$ cat src/pkg/clk_rst_pkg.sv
// Purpose: constants and carrier types for the clock source and reset sequencer
// Assumes: 25 MHz system clock, slow clock arrives as a synchronous input level
// Notes: divisor codes 0..3 stand for divide by 1, 2, 4, 8
package clk_rst_pkg;

    localparam int          CLK_HZ            = 25_000_000;
    localparam int          SLOW_HZ           = 32_768;
    localparam int          RELEASE_SLACK_US  = 10;
    localparam int          RELEASE_SLACK_CYC =
        (RELEASE_SLACK_US * (CLK_HZ / 1_000_000)) > 0 ?
        (RELEASE_SLACK_US * (CLK_HZ / 1_000_000)) : 1;
    localparam logic [15:0] WAKEUP_DELAY_RST  = 16'h03FF;
    localparam int          DIV_W             = 2;
    localparam logic [1:0]  DIV_BY_1          = 2'h0;
    localparam logic [1:0]  DIV_BY_8          = 2'h3;

    // selected clock sources seen by the clock tree
    typedef struct packed {
        logic slow_from_crystal;
        logic base_osc_enable;
        logic base_from_external;
    } clk_src_s;

    // divisor codes for the three derived clocks
    typedef struct packed {
        logic [1:0] processor;
        logic [1:0] signal_proc;
        logic [1:0] traffic;
    } div_set_s;

    // legal code is always one of four; mask keeps the field at 2 bits
    function automatic logic [1:0] div_clamp(input logic [1:0] code);
        return code & DIV_BY_8;
    endfunction

endpackage

$ cat src/clock_source_reset_sequencer.sv
// Purpose: clock source selection, divisor holding and power-on reset release
// Assumes: all inputs synchronous to clk; power_on_reset_n reaches rst_b too
// Notes: reset output release counted in slow-clock rising edges
`timescale 1ns/10ps
module clock_source_reset_sequencer
    import clk_rst_pkg::*;
#(
    parameter logic [15:0] WAKEUP_RST = WAKEUP_DELAY_RST
) (
    input  wire logic        clk,
    input  wire logic        rst_b,
    input  wire logic        ce,
    input  wire logic        power_on_reset_n,
    input  wire logic        slow_clock_source_select,
    input  wire logic        slow_osc_input,
    input  wire logic        pin_function_select_b,
    input  wire logic [15:0] wakeup_delay_setup,
    input  wire logic        wakeup_delay_load,
    input  wire div_set_s    div_req,
    input  wire logic        div_load,
    output clk_src_s         clk_src,
    output div_set_s         div_cfg,
    output logic             reset_out_n,
    output logic [15:0]      wakeup_count
);

    // ************************************************************
    // sequencer state
    // ************************************************************
    typedef enum logic [1:0] {
        ST_HOLD  = 2'b00,
        ST_COUNT = 2'b01,
        ST_SLACK = 2'b11,
        ST_RUN   = 2'b10
    } seq_e;

    seq_e        state_r,   state_nxt;
    logic [15:0] setup_r,   setup_nxt;
    logic [15:0] cnt_r,     cnt_nxt;
    logic [15:0] slack_r,   slack_nxt;
    logic        slow_r,    slow_nxt;
    logic        rout_r,    rout_nxt;
    clk_src_s    src_r,     src_nxt;
    div_set_s    div_r,     div_nxt;
    logic        slow_rise;

    // one-step countdown shared by the wakeup and slack counters
    function automatic logic [15:0] dec16(input logic [15:0] v);
        return v - 16'h0001;
    endfunction

    assign slow_rise = slow_osc_input & ~slow_r;

    // next-state computation for every register except the slack helper
    always_comb begin
        state_nxt = state_r;
        setup_nxt = setup_r;
        cnt_nxt   = cnt_r;
        slack_nxt = slack_r;
        slow_nxt  = slow_osc_input;
        rout_nxt  = rout_r;
        src_nxt   = src_r;
        div_nxt   = div_r;
        src_nxt.slow_from_crystal  = slow_clock_source_select;
        src_nxt.base_osc_enable    = pin_function_select_b;
        src_nxt.base_from_external = ~pin_function_select_b;
        if (wakeup_delay_load) begin
            setup_nxt = wakeup_delay_setup;
        end
        if (div_load) begin
            div_nxt.processor   = div_clamp(div_req.processor);
            div_nxt.signal_proc = div_clamp(div_req.signal_proc);
            div_nxt.traffic     = div_clamp(div_req.traffic);
        end
        if (!power_on_reset_n) begin
            state_nxt = ST_HOLD;
            rout_nxt  = 1'b0;
        end else begin
            unique case (state_r)
                ST_HOLD: begin
                    state_nxt = ST_COUNT;
                    cnt_nxt   = setup_r;
                end
                ST_COUNT: begin
                    if (cnt_r == 16'h0000) begin
                        state_nxt = ST_SLACK;
                        slack_nxt = 16'(RELEASE_SLACK_CYC - 1);
                    end else if (slow_rise) begin
                        cnt_nxt = dec16(cnt_r);
                    end
                end
                ST_SLACK: begin
                    if (slack_r == 16'h0000) begin
                        state_nxt = ST_RUN;
                        rout_nxt  = 1'b1;
                    end else begin
                        slack_nxt = dec16(slack_r);
                    end
                end
                ST_RUN: begin
                    rout_nxt = 1'b1;
                end
            endcase
        end
    end

    // registers; reset restores oscillator default and divide by one
    always_ff @(posedge clk) begin
        if (!rst_b) begin
            state_r <= ST_HOLD;
            setup_r <= WAKEUP_RST;
            cnt_r   <= 16'h0000;
            slack_r <= 16'h0000;
            slow_r  <= 1'b0;
            rout_r  <= 1'b0;
            src_r   <= '{slow_from_crystal: 1'b1, base_osc_enable: 1'b1,
                         base_from_external: 1'b0};
            div_r   <= '{processor: DIV_BY_1, signal_proc: DIV_BY_1,
                         traffic: DIV_BY_1};
        end else if (ce) begin
            state_r <= state_nxt;
            setup_r <= setup_nxt;
            cnt_r   <= cnt_nxt;
            slack_r <= slack_nxt;
            slow_r  <= slow_nxt;
            rout_r  <= rout_nxt;
            src_r   <= src_nxt;
            div_r   <= div_nxt;
        end
    end

    assign clk_src      = src_r;
    assign div_cfg      = div_r;
    assign reset_out_n  = rout_r;
    assign wakeup_count = cnt_r;

    // ************************************************************
    // release window helper: cycles spent in the slack stretch
    // ************************************************************
    logic [15:0] since_zero_r, since_zero_nxt;

    // restarts outside slack, saturates rather than wrapping
    always_comb begin
        since_zero_nxt = since_zero_r;
        if (!power_on_reset_n || state_r != ST_SLACK) begin
            since_zero_nxt = 16'h0000;
        end else if (since_zero_r != 16'hFFFF) begin
            since_zero_nxt = since_zero_r + 16'h0001;
        end
    end

    // helper register, frozen with the rest of the block
    always_ff @(posedge clk) begin
        if (!rst_b) begin
            since_zero_r <= 16'h0000;
        end else if (ce) begin
            since_zero_r <= since_zero_nxt;
        end
    end

    // ************************************************************
    // assertions
    // ************************************************************
    a_out_low_in_reset: assert property (@(posedge clk) disable iff (!rst_b)
        ce && !power_on_reset_n |=> !reset_out_n)
        else $error("reset output high while power-on reset held");
    a_base_default: assert property (@(posedge clk)
        $rose(rst_b) |-> clk_src.base_osc_enable)
        else $error("base oscillator not enabled after reset");
    a_base_ext_sel: assert property (@(posedge clk) disable iff (!rst_b)
        ce && !pin_function_select_b |=> clk_src.base_from_external)
        else $error("external base clock not selected");
    a_slow_sel: assert property (@(posedge clk) disable iff (!rst_b)
        ce |=> clk_src.slow_from_crystal == $past(slow_clock_source_select))
        else $error("slow clock source does not follow pin");
    a_div_load: assert property (@(posedge clk) disable iff (!rst_b)
        ce && div_load |=> div_cfg == $past(div_req))
        else $error("divisor not taken");
    a_release_slack: assert property (@(posedge clk) disable iff (!rst_b)
        ce && state_r == ST_COUNT && cnt_r == 16'h0000 && power_on_reset_n
        ##1 (ce && power_on_reset_n)[*8] |=> !reset_out_n)
        else $error("reset output released before slack");
    a_count_start: assert property (@(posedge clk) disable iff (!rst_b)
        ce && state_r == ST_HOLD && power_on_reset_n |=> cnt_r == $past(setup_r))
        else $error("wakeup count not loaded on release");
    a_rise_only_run: assert property (@(posedge clk) disable iff (!rst_b)
        $rose(reset_out_n) |-> state_r == ST_RUN)
        else $error("reset output rose outside run");
    // released output stands until power-on reset drops again
    a_out_stays_high: assert property (@(posedge clk) disable iff (!rst_b)
        ce && power_on_reset_n && reset_out_n |=> reset_out_n)
        else $error("reset output dropped without power-on reset");
    // one slow rising edge takes exactly one off the count
    a_count_step: assert property (@(posedge clk) disable iff (!rst_b)
        ce && power_on_reset_n && state_r == ST_COUNT && cnt_r != 16'h0000 && slow_rise
        |=> wakeup_count == $past(cnt_r) - 16'h0001)
        else $error("wakeup count did not step on slow edge");
    a_count_hold: assert property (@(posedge clk) disable iff (!rst_b)
        ce && power_on_reset_n && state_r == ST_COUNT && !slow_rise |=> $stable(wakeup_count))
        else $error("wakeup count moved without slow edge");
    // slack stretch never exceeds the ten microsecond allowance
    a_slack_bound: assert property (@(posedge clk) disable iff (!rst_b)
        ce && state_r == ST_SLACK |-> since_zero_r < 16'(RELEASE_SLACK_CYC))
        else $error("slack stretch too long");
    // clock enable low freezes every output
    a_freeze_out: assert property (@(posedge clk) disable iff (!rst_b)
        !ce |=> $stable(reset_out_n) && $stable(clk_src) && $stable(wakeup_count))
        else $error("state moved while clock enable low");
    a_freeze_div: assert property (@(posedge clk) disable iff (!rst_b)
        !ce |=> $stable(div_cfg))
        else $error("divisors moved while clock enable low");
    a_base_exclusive: assert property (@(posedge clk) disable iff (!rst_b)
        clk_src.base_osc_enable != clk_src.base_from_external)
        else $error("base oscillator and external base both selected");
    c_release: cover property (@(posedge clk) disable iff (!rst_b) $rose(reset_out_n));
    c_slack_end: cover property (@(posedge clk) disable iff (!rst_b)
        state_r == ST_SLACK ##1 state_r == ST_RUN);
    c_ext_base: cover property (@(posedge clk) disable iff (!rst_b)
        clk_src.base_from_external);
    c_reassert: cover property (@(posedge clk) disable iff (!rst_b)
        reset_out_n ##1 !power_on_reset_n);
    c_freeze: cover property (@(posedge clk) disable iff (!rst_b) !ce ##1 !ce);

endmodule

$ cat config.mk
export PLATFORM = sky130hd
export DESIGN_NAME = clock_source_reset_sequencer
export DESIGN_NICKNAME = d
export VERILOG_FILES = /design/src/pkg/clk_rst_pkg.sv /design/src/clock_source_reset_sequencer.sv
export SDC_FILE = /design/constraint.sdc
export NUM_CORES = 1
export LEC_CHECK = 0
export BUFFER_PORTS_ARGS = -buffer_cell sky130_fd_sc_hd__clkbuf_2
export CAP_MARGIN = 20
export CORE_MARGIN = 1
export CORE_UTILIZATION = 40
export DETAILED_ROUTE_END_ITERATION = 7
export GPL_TIMING_DRIVEN = 0
export PLACE_DENSITY = 0.61
export SLEW_MARGIN = 20
export SYNTH_ARGS = -nofsm -noshare
export SYNTH_HDL_FRONTEND = slang
export SYNTH_SLANG_ARGS = --single-unit
$ cat constraint.sdc
create_clock -name clk -period 3.48 [get_ports clk]
set_input_delay 0.87 -clock clk [delete_from_list [all_inputs] [get_ports clk]]
set_output_delay 0.87 -clock clk [all_outputs]
set_load 0.05 [all_outputs]
# [Yosys cells after proc, flatten, opt, wreduce, memory -nomap -nowiden]
# Index checks and enable logic that the tools add are counted.
[op_classes] bitwise=3 mux=13 shift=0 div=0 multipliers=0 n_eq_ne=11 reduce_logical=11 n_lt_le_gt_ge=0 add_sub_neg=2
[ops] cell="16-bit two-way mux" count=4
[ops] cell="16-bit case mux with 2 select lines" count=2
[ops] cell="16-bit logical NOT" count=2
[ops] cell="16-bit by 1-bit subtractor with 16-bit output (second input constant)" count=2
[ops] cell="5-bit AND reduction" count=2
[ops] cell="2-bit != test (second input constant)" count=4
[ops] cell="2-bit two-way mux" count=3
[ops] cell="3-bit != test (second input constant)" count=2
[ops] cell="2-bit case mux with 3 select lines" count=1
[ops] cell="2-bit == test (second input constant)" count=2
[ops] cell="4-bit by 1-bit != test with 1-bit output (second input constant)" count=1
[ops] cell="2-bit AND reduction" count=2
[ops] cell="4-bit AND reduction" count=1
[ops] cell="2-bit nonzero test" count=2
[ops] cell="3-bit by 1-bit != test with 1-bit output (second input constant)" count=1
[ops] cell="3-bit AND reduction" count=1
[ops] cell="2-bit by 1-bit == test with 1-bit output (second input constant)" count=1
[ops] cell="2-bit logical NOT" count=1
[ops] cell="1-bit two-way mux" count=2
[ops] cell="1-bit inverter" count=2
[ops] cell="1-bit case mux with 2 select lines" count=1
[ops] cell="1-bit AND" count=1
[totals] rom_bits=0 reg_bits=61 elab_cells=52 mem_bits_rw=0 latch_bits=0 mem_count=0 out_inout_bits=26

# [Logic depth before layout (Yosys ltp)]
# Gate-level depths: netlist of run 1.
[logic_depth] ltp_word=5 ltp_mapped=8 depth_no_buf=7

# [Worst setup path after synthesis of run 1]
# Ideal clock, no wire load.
[synth_timing] path_type="register to register" start="register cnt_r[0], in the netlist wakeup_count[0]" end="register cnt_r[8], in the netlist wakeup_count[8]" arrival_time_ns=2.265 path_buffers=1 setup_slack_ns=1.144 stages_incl_launch_ff=9 cell_sequence="dfxtp_1 inv_1 ha_1 nor4b_1 and4_1 o21ai_0 clkbuf_1 o221ai_1 a21oi_1"
[synth_via] elab_chain_len=4 elab_cells_between_ends=7 cone_classes="add/sub (1); eq/ne (1); mux (3); reduce/logical (2)"
[synth_lines] item="from (decl)" line="clock_source_reset_sequencer.sv:39" rtl="logic [15:0] cnt_r, cnt_nxt;"
[synth_lines] item="from (signal assigned)" line="clock_source_reset_sequencer.sv:123" rtl="cnt_r <= cnt_nxt;"
[synth_lines] item="16-bit by 1-bit subtractor with 16-bit output" line="clock_source_reset_sequencer.sv:49" rtl="return v - 16'h0001;"
[synth_lines] item="16-bit two-way mux" line="clock_source_reset_sequencer.sv:88" rtl="end else if (slow_rise) begin"
[synth_lines] item="16-bit two-way mux" line="clock_source_reset_sequencer.sv:85" rtl="if (cnt_r == 16'h0000) begin"
[synth_lines] item="16-bit case mux with 2 select lines" line="clock_source_reset_sequencer.sv:79" rtl="unique case (state_r)"
# Parallel ways exist; a longest one is shown, timed or not. The select of a mux whose other input is x is not followed.
# A chain may end at the register's enable or synchronous reset.

# [Final worst setup path of run 1]
[layout_timing] start="input power_on_reset_n" end="register cnt_r[9], in the netlist wakeup_count[9]"
[layout_via] elab_chain_len=1
[layout_lines] item="from (decl)" line="clock_source_reset_sequencer.sv:13" rtl="input wire logic power_on_reset_n,"
[layout_lines] item="5-bit AND reduction (no line)"
# Every way passes these cells.

==> impl_results.md, run 1 <==
* RD Place Congestion at 0.855
* FF-to-FF setup slack at 1010 ps
* End-of-flow core utilization at 0.512
* Post-route ant nets at 0
* Synth Net Count at 395
* CP max stage delay at about 440 ps
* Critical-path cell list: clkbuf_2 -> and3b_1 -> clkbuf_1 -> nand2_1 -> o21ai_0 -> clkbuf_1 -> o221ai_1 -> a21oi_1
* RSZ-0062 raised after global routing: no
* Avg Inst Size Synth at 8.10 sq um
* Top Family by Delay on Critical Path: buffers and inverters
* DRT iter0 DRCs at 135
* Static Leakage at 1.45 nW
* DR vias at 2849
* Largest net degree at the start of global routing at 12
* Tot GR Track Use at 0.218
* Hold Slack at 459 ps
* Area Growth Syn to Fin at 21.3%
* Max Fclk at approximately 0.40 GHz
* Die height at approximately 90 um
* Synth Area in Compound Gates at 0.199
* Crit path buffers/inverters at 3
* Library cells used by synthesis at 52
* Net Sw Frac at 0.310
* Design Area, Final at 0.00356 sq mm
* PortBufs at 56
* Synth warn at 0
* Seq pwr share at 0.424
* Yosys reg bits at 61
* Switch Pwr at between 0.5 and 0.6 mW
* Gate power share at 0.193
* Post-placement cell area at approximately 0.0033 sq mm
* PwrDens at 517 mW/mm^2
* Fill cells at about 700
* FF+latch area at 0.00122 sq mm
* Critical path's slowest cell: clkbuf_1
* Synth async-reset ratio at 0
* Routed WL per cell at 14.4 um
* Crit path DAT at 2800 ps
* Antenna diode count at 0
* Post-Syn Area at 0.00293 sq mm
* Rel. slew slack at 0.503
* Setup TNS at 0 ps
* Hpwl dp at around 5600 um
* Min-Delay Path Class: flip-flop to flip-flop
* CP Capture Type: flip-flop
* Top_reg_cell synth: dfxtp_1
* Count of pins over their slew limit at 0
* Rows at 30
* Clock latency on the worst-skew pair at 340 ps
* Worst slew pin tran at 738 ps
* Die extent in x at 87.6 um
* Final period utilization at 0.727
* WS Path Type: input pin to flip-flop
* Element type at the critical path start: input pin
* Number of max-cap violations at 0
* Clock transition at the registers of the reported paths at 70 ps
* Vias in the first global route at 2630
* Status: finished, final reports clean
* Longest Clk Path Bufs at 2
* I/O Pins at 57
* Post-CTS Resized at 0
* EDFF count, synth at 0
* Clk root buf: clkbuf_8
* Final nets at 462
* Skew final at between 10 and 15 ps
* Total wire length at 7640 um
* First-pass GRT wire length at roughly 13000 um
* Area of the multi-input gates at 0.00160 sq mm
* Clk pwr share at 0.383
* Clk sink count at 61
* Initial Util at 0.422
* Area share of and/or/nand/nor cells after synthesis at 0.292
* Largest family of logic cells by synthesized area: simple AND/OR/NAND/NOR gates
* Initial antenna violation count at 0
* TritonRoute pass-1 iters at 5
* DR DRC count at 0
* Die footprint at 0.00768 sq mm
* Setup-failing EPs final at 0
* Minimum clock period at roughly 2500 ps
* CP Data Required Time at 3750 ps
* Max H-tree Level at 3
* Sequential element share of the synthesized area at 0.416
* Layout cells sized above 1 at 0.200
* Via-per-instance ratio at 5.38
* Area share of xor/xnor cells in the synthesized design at 0.0388
* Cts bufs inserted at 9
* CP most frequent cell: clkbuf_1
* Hold_buf cts at 0
* # Post-CTS Setup Buffers at 0
* Core ar. at 0.00694 sq mm
* Cells after Synth at 362
* Post-synthesis mux area share at 0.00683
* Worst vdd ir at 0.000246 V
* Synth Area in Adders at 0.00853
* Hold Fails Final Rpt at 0
* Critical path fanouts, max at 10
* Internal power at 1.27 mW
* Total grt overflow at 0
* CTS tree: yes
-- sequential cells by signal (all words and copies together), names as in the netlist --
signal and flops:
setup_r 16, slack_r 16, wakeup_count 16, div_cfg 6
clk_src 3, state_r 2, reset_out_n 1, slow_r 1
-- per-stage QoR --
stage	setup slack, ps	cells	power, mW
after global routing	700	530	1.92
after floorplan	1140	362	1.04
final	949	530	1.84
after detailed placement	594	514	1.15
after global placement	600	514	1.15
after CTS	948	530	1.85
-- per-layer routing --
metal,up-vias,routed length (um),global-route usage
met1,1312,3770,0.295
met2,66,3390,0.332
met3,14,360,0.0528
met5,-,0,0
li1,1457,-,-
met4,0,122,0.0924
-- synth_stat cells, types with 2 or more instances --
cell      number  area, sq um
nand2_1       64          240
dfxtp_1       61         1220
a21oi_1       37          185
nand3_1       26          130
nor2_1        25         93.8
clkbuf_1      16         60.1
o21ai_0       10         50.1
or4_1          9         67.6
inv_1          8         30.0
nor4_1         8         50.1
xnor2_1        7         61.3
nor3_1         6         30.0
xor2_1         6         52.6
a31oi_1        5         31.3
o211ai_1       5         37.5
nand3b_1       4         30.0
nand4_1        4         25.0
o221ai_1       4         35.0
o31ai_1        4         30.0
a32oi_1        3         26.3
and4_1         3         26.3
buf_2          3         15.0
o221a_2        3         33.8
a211oi_1       2         15.0
and2_1         2         12.5
ha_1           2         25.0
mux2i_1        2         20.0
nand2b_1       2         12.5
nor2b_1        2         12.5
nor3b_1        2         15.0
o211a_1        2         20.0
o21a_1         2         15.0
o21ai_4        2         32.5
o22ai_1        2         12.5
or3_1          2         12.5
-- final cells by class --
class	count	share of cell area
buffer	20	0.0232
clock buffer	10	0.0387
clock inverter	6	0.0243
inverter	8	0.00844
multi-input combinational	273	0.450
sequential	61	0.343
tap	96	0.0338
timing repair buffer	56	0.0788
-- kinds of logic (layout without fill, tap and decap cells) --
group,Yosys count,after routing
and+or+nand+nor,168,168
AOI/OAI and AO/OA,88,88
DFF,61,61
buffers and inverters,28,100
xor gates and xnor gates,13,13
adders and majority gates,2,2
muxes,2,2
-- cell usage in the layout, fill, tap and decap left out, types with 6 or more instances in the layout --
master / Yosys / final
a21oi_1: 37 / 37
clkbuf_1: 16 / 16
clkbuf_2: 0 / 56
clkbuf_8: 0 / 10
dfxtp_1: 61 / 61
inv_1: 8 / 8
nand2_1: 64 / 64
nand3_1: 26 / 26
nor2_1: 25 / 25
nor3_1: 6 / 6
nor4_1: 8 / 8
o21ai_0: 10 / 10
or4_1: 9 / 9
xnor2_1: 7 / 7
xor2_1: 6 / 6
-- power by group through the flow --
stage / Clock (mW) / Combinational, mW / Sequential, mW
floorplan: 0 / 0.182 / 0.863
global placement: 0 / 0.352 / 0.793
detailed placement: 0 / 0.354 / 0.793
CTS: 0.722 / 0.355 / 0.778
global route: 0.752 / 0.388 / 0.784
finish: 0.703 / 0.355 / 0.779
-- worst reg2reg max path, delay by kind of cell, from the launching register on --
kind,cells,cell delay [ps]
buffers and inverters,2,370
adders and majority gates,1,200
DFF,1,370
and+or+nand+nor,2,790
AOI/OAI and AO/OA,3,630
-- path summary, 6_finish.rpt --
check	from	endpoint	cells after the start
worst max-delay path	power_on_reset_n	wakeup_count[9]	8
worst min-delay path	div_cfg[3]	div_cfg[3]	2
worst max register to register	wakeup_count[0]	wakeup_count[7]	8
worst min register to register	div_cfg[3]	div_cfg[3]	2
No activity file was read; power rests on OpenSTA's default activity.
==> run 2, diff against run 1 <==
Settings changed: ABC_AREA set to 1, PLACE_DENSITY 0.61 to 0.62.
Clock period 3.48 ns to 2.1 ns, I/O delays scaled along.
==> run 2 against run 1 <==
Net effect: die area rose by 16%; core utilization fell by 2.4 points; synthesized cell count rose by 47%; clock-buffer cell count fell by 1; routed wire length rose by 10%; worst setup slack got worse by 710 ps; power rose by 71%; sequential power rose by 66%; cell area rose by 13%; hold slack got worse by 91 ps; non-clock buffer count fell by 4; critical path depth rose by 3; critical path type is now flip-flop to flip-flop.
==> impl_results.md, run 2 <==
* Cts bufs inserted at 9 (unchanged)
* Worst vdd ir at 0.000422 V (+72%)
* PwrDens at 785 mW/mm^2 (+52%)
* Hpwl dp at 6220 um (+10%)
* Commonest cells post-synth: nand2_1, nor2_1, dfxtp_1
* CP Data Required Time at 2370 ps (-1380 ps)
* Largest net degree at the start of global routing at 13 (+1)
* Synth top area cells: dfxtp_1, nand2_1, nor2_1, nand3_1, inv_1
* Final period utilization at 0.886
* Clk root buf: clkbuf_8
* Hold endpoint: setup_r[8]
* Layout cells sized above 1 at 0.211 (+0.0109)
* CTS tree: yes
* Die extent in x at 94.3 um (+7.6%)
* RSZ-0062 raised after global routing: no
* TritonRoute pass-1 iters at 4 (-1)
* Hold Fails Final Rpt at 0 (unchanged)
* R2R cell count at 11 (+3)
* Status: finished, final reports clean
* Synth async-reset ratio at 0 (unchanged)
* PortBufs at 54 (-3.6%)
* Crit path buffers/inverters at 3 (unchanged)
* Reg2reg start: wakeup_count[0]
* Final nets at 629 (+36%)
* Minimum clock period at 1860 ps
* Worst reg2reg path endpoint: slack_r[13]
* I/O Pins at 57 (unchanged)
* CP max stage delay at 340 ps (-100 ps)
* Crit path DAT at 2140 ps (-660 ps)
* Total wire length at 8400 um (+10%)
* Die height at 94.3 um (+7.6%)
* Initial Util at 0.415 (-0.00739)
* FF-to-FF setup slack at 240 ps (-770 ps)
* Beginning of the worst hold path: wakeup_delay_setup[8]
* Critical path fanouts, max at 10 (unchanged)
* Avg Inst Size Synth at 6.42 sq um (-21%)
* CP Capture Type: flip-flop
* Min-Delay Path Class: input pin to flip-flop
* Tot GR Track Use at 0.202 (-0.0154)
* Static Leakage at 1.96 nW (+35%)
* Cells after Synth at 531 (+47%)
* EDFF count, synth at 0 (unchanged)
* Skew final at 12.6 ps (+2.44 ps)
* Most frequent cell after synthesis: nand2_1
* Hold depth at 3 (+1)
* WS Path Type: flip-flop to flip-flop
* Setup TNS at 0 ps (unchanged)
* Rows at 33 (+10%)
* Antenna diode count at 0 (unchanged)
* Hold_buf cts at 0 (unchanged)
* Commonest non-fill, non-tap cell in the layout: nand2_1
* DR DRC count at 0 (unchanged)
* Count of pins over their slew limit at 0 (unchanged)
* Post-CTS Resized at 0 (unchanged)
* Longest Clk Path Bufs at 2 (unchanged)
* Tot Pwr at 3.15 mW (+71%)
* Top Family by Delay on Critical Path: simple AND/OR/NAND/NOR gates
* Element type at the critical path start: flip-flop
* # Post-CTS Setup Buffers at 0 (unchanged)
* Total grt overflow at 0 (unchanged)
* Area Growth Syn to Fin at 17.6%
* End-of-flow core utilization at 0.488 (-0.0242)
* Top_reg_cell synth: dfxtp_1
* Worst slew pin tran at 709 ps (-29.2 ps)
* Clk sink count at 61 (unchanged)
* Sequential element share of the synthesized area at 0.358 (-0.0582)
* Clock transition at the registers of the reported paths at 80 ps (about the same)
* Max Fclk at about 0.54 GHz
* Critical-path cell list: inv_1 -> ha_1 -> nand3_2 -> nor2_1 -> nand2_2 -> nand2_2 -> nand3_4 -> inv_4 -> buf_12 -> nand2_2 -> a21oi_2
* Leading area contributor after synthesis: dfxtp_1
* Yosys reg bits at 61 (unchanged)
* CP most frequent cell: nand2_2
* Hold Slack at 368 ps (-91.3 ps)
* Routed WL per cell at 11.9 um (-17%)
* Synth warn at 0 (unchanged)
* Synth Net Count at 564 (+43%)
* Post-route ant nets at 0 (unchanged)
* Core ar. at 0.00822 sq mm (+18%)
* Initial antenna violation count at 0 (unchanged)
* RD Place Congestion at 0.844 (-1.3%)
* Most frequent cells in the layout: nand2_1, nor2_1, dfxtp_1
* Max H-tree Level at 3 (unchanged)
* Clock latency on the worst-skew pair at 350 ps (about the same)
* Share of the synthesized area in the top cell type at 0.358 (-0.0582)
* Rel. slew slack at 0.527 (+0.0240)
* Die footprint at 0.00890 sq mm (+16%)
* Number of max-cap violations at 0 (unchanged)
* Post-Syn Area at 0.00341 sq mm (+16%)
* Library cells used by synthesis at 34 (-35%)
* Setup-failing EPs final at 0 (unchanged)
* DRT iter0 DRCs at 169 (+25%)
* Via-per-instance ratio at 4.81 (-11%)
* Vias in the first global route at 2989 (+14%)
* Critical path's slowest cell: dfxtp_1
* DR vias at 3396 (+19%)
* First-pass GRT wire length at 13900 um (+8.3%)
## run 2: worst max path at each step
stage,start,end,slack [ps],cells after the start
floorplan,wakeup_count[0],wakeup_count[15],140,12
global placement,ce,wakeup_count[3],260,8
detailed placement,ce,wakeup_count[9],230,8
CTS,wakeup_count[0],slack_r[13],220,11
global route,wakeup_count[0],slack_r[12],100,11
finish,wakeup_count[0],slack_r[13],240,11
## run 2: kinds of logic (layout without fill, tap and decap cells)
logic type               Yosys count  in the layout  share of synthesized area
AO/OA/AOI/OAI                     67             67                      0.115
XOR/XNOR                           6              6                     0.0154
adder cells (fa/ha/maj)            2              2                    0.00734
buffers and inverters             67            137                     0.0917
flip-flops                        61             61                      0.358
AND/OR/NAND/NOR                  328            328                      0.412
## run 2: area by class of cell
type	instances	area, sq um
sequential	61	1220
multi-input combinational	403	1880
tap	105	131
timing repair buffer	54	270
inverter	49	186
buffer	18	126
fill	868	4210
clock inverter	7	75.1
clock buffer	9	124
## run 2: report_power, final
| part | switching, mW | total (mW) | internal (mW) |
|---|---|---|---|
| clock network | 0.525 | 1.08 | 0.551 |
| registers | 0.0630 | 1.29 | 1.22 |
| logic | 0.530 | 0.789 | 0.259 |
| total | 1.12 | 3.15 | 2.03 |
## run 2: stage by stage
stage / instance area (sq um) / std cells / setup WS [ps]
after floorplan: 3410 / 531 / 135
after global placement: 3810 / 690 / 265
after detailed placement: 3810 / 690 / 229
after CTS: 4010 / 706 / 221
after global routing: 4010 / 706 / 102
final: 4010 / 706 / 238
## run 2: worst reg2reg max path, stage by stage (launching register included)
cell     delay, ps
dfxtp_1        340
inv_1          120
ha_1           220
nand3_2        160
nor2_1         160
nand2_2        100
nand2_2         90
nand3_4        140
inv_4          140
buf_12         150
nand2_2         60
a21oi_2        100
## run 2: per-layer routing
| metal | vias to the layer above | track usage | routed length [um] |
|---|---|---|---|
| met5 | - | 0 | 0 |
| met4 | 0 | 0.0615 | 80 |
| met3 | 6 | 0.0542 | 496 |
| met2 | 82 | 0.300 | 3530 |
| met1 | 1516 | 0.285 | 4290 |
| li1 | 1792 | - | - |
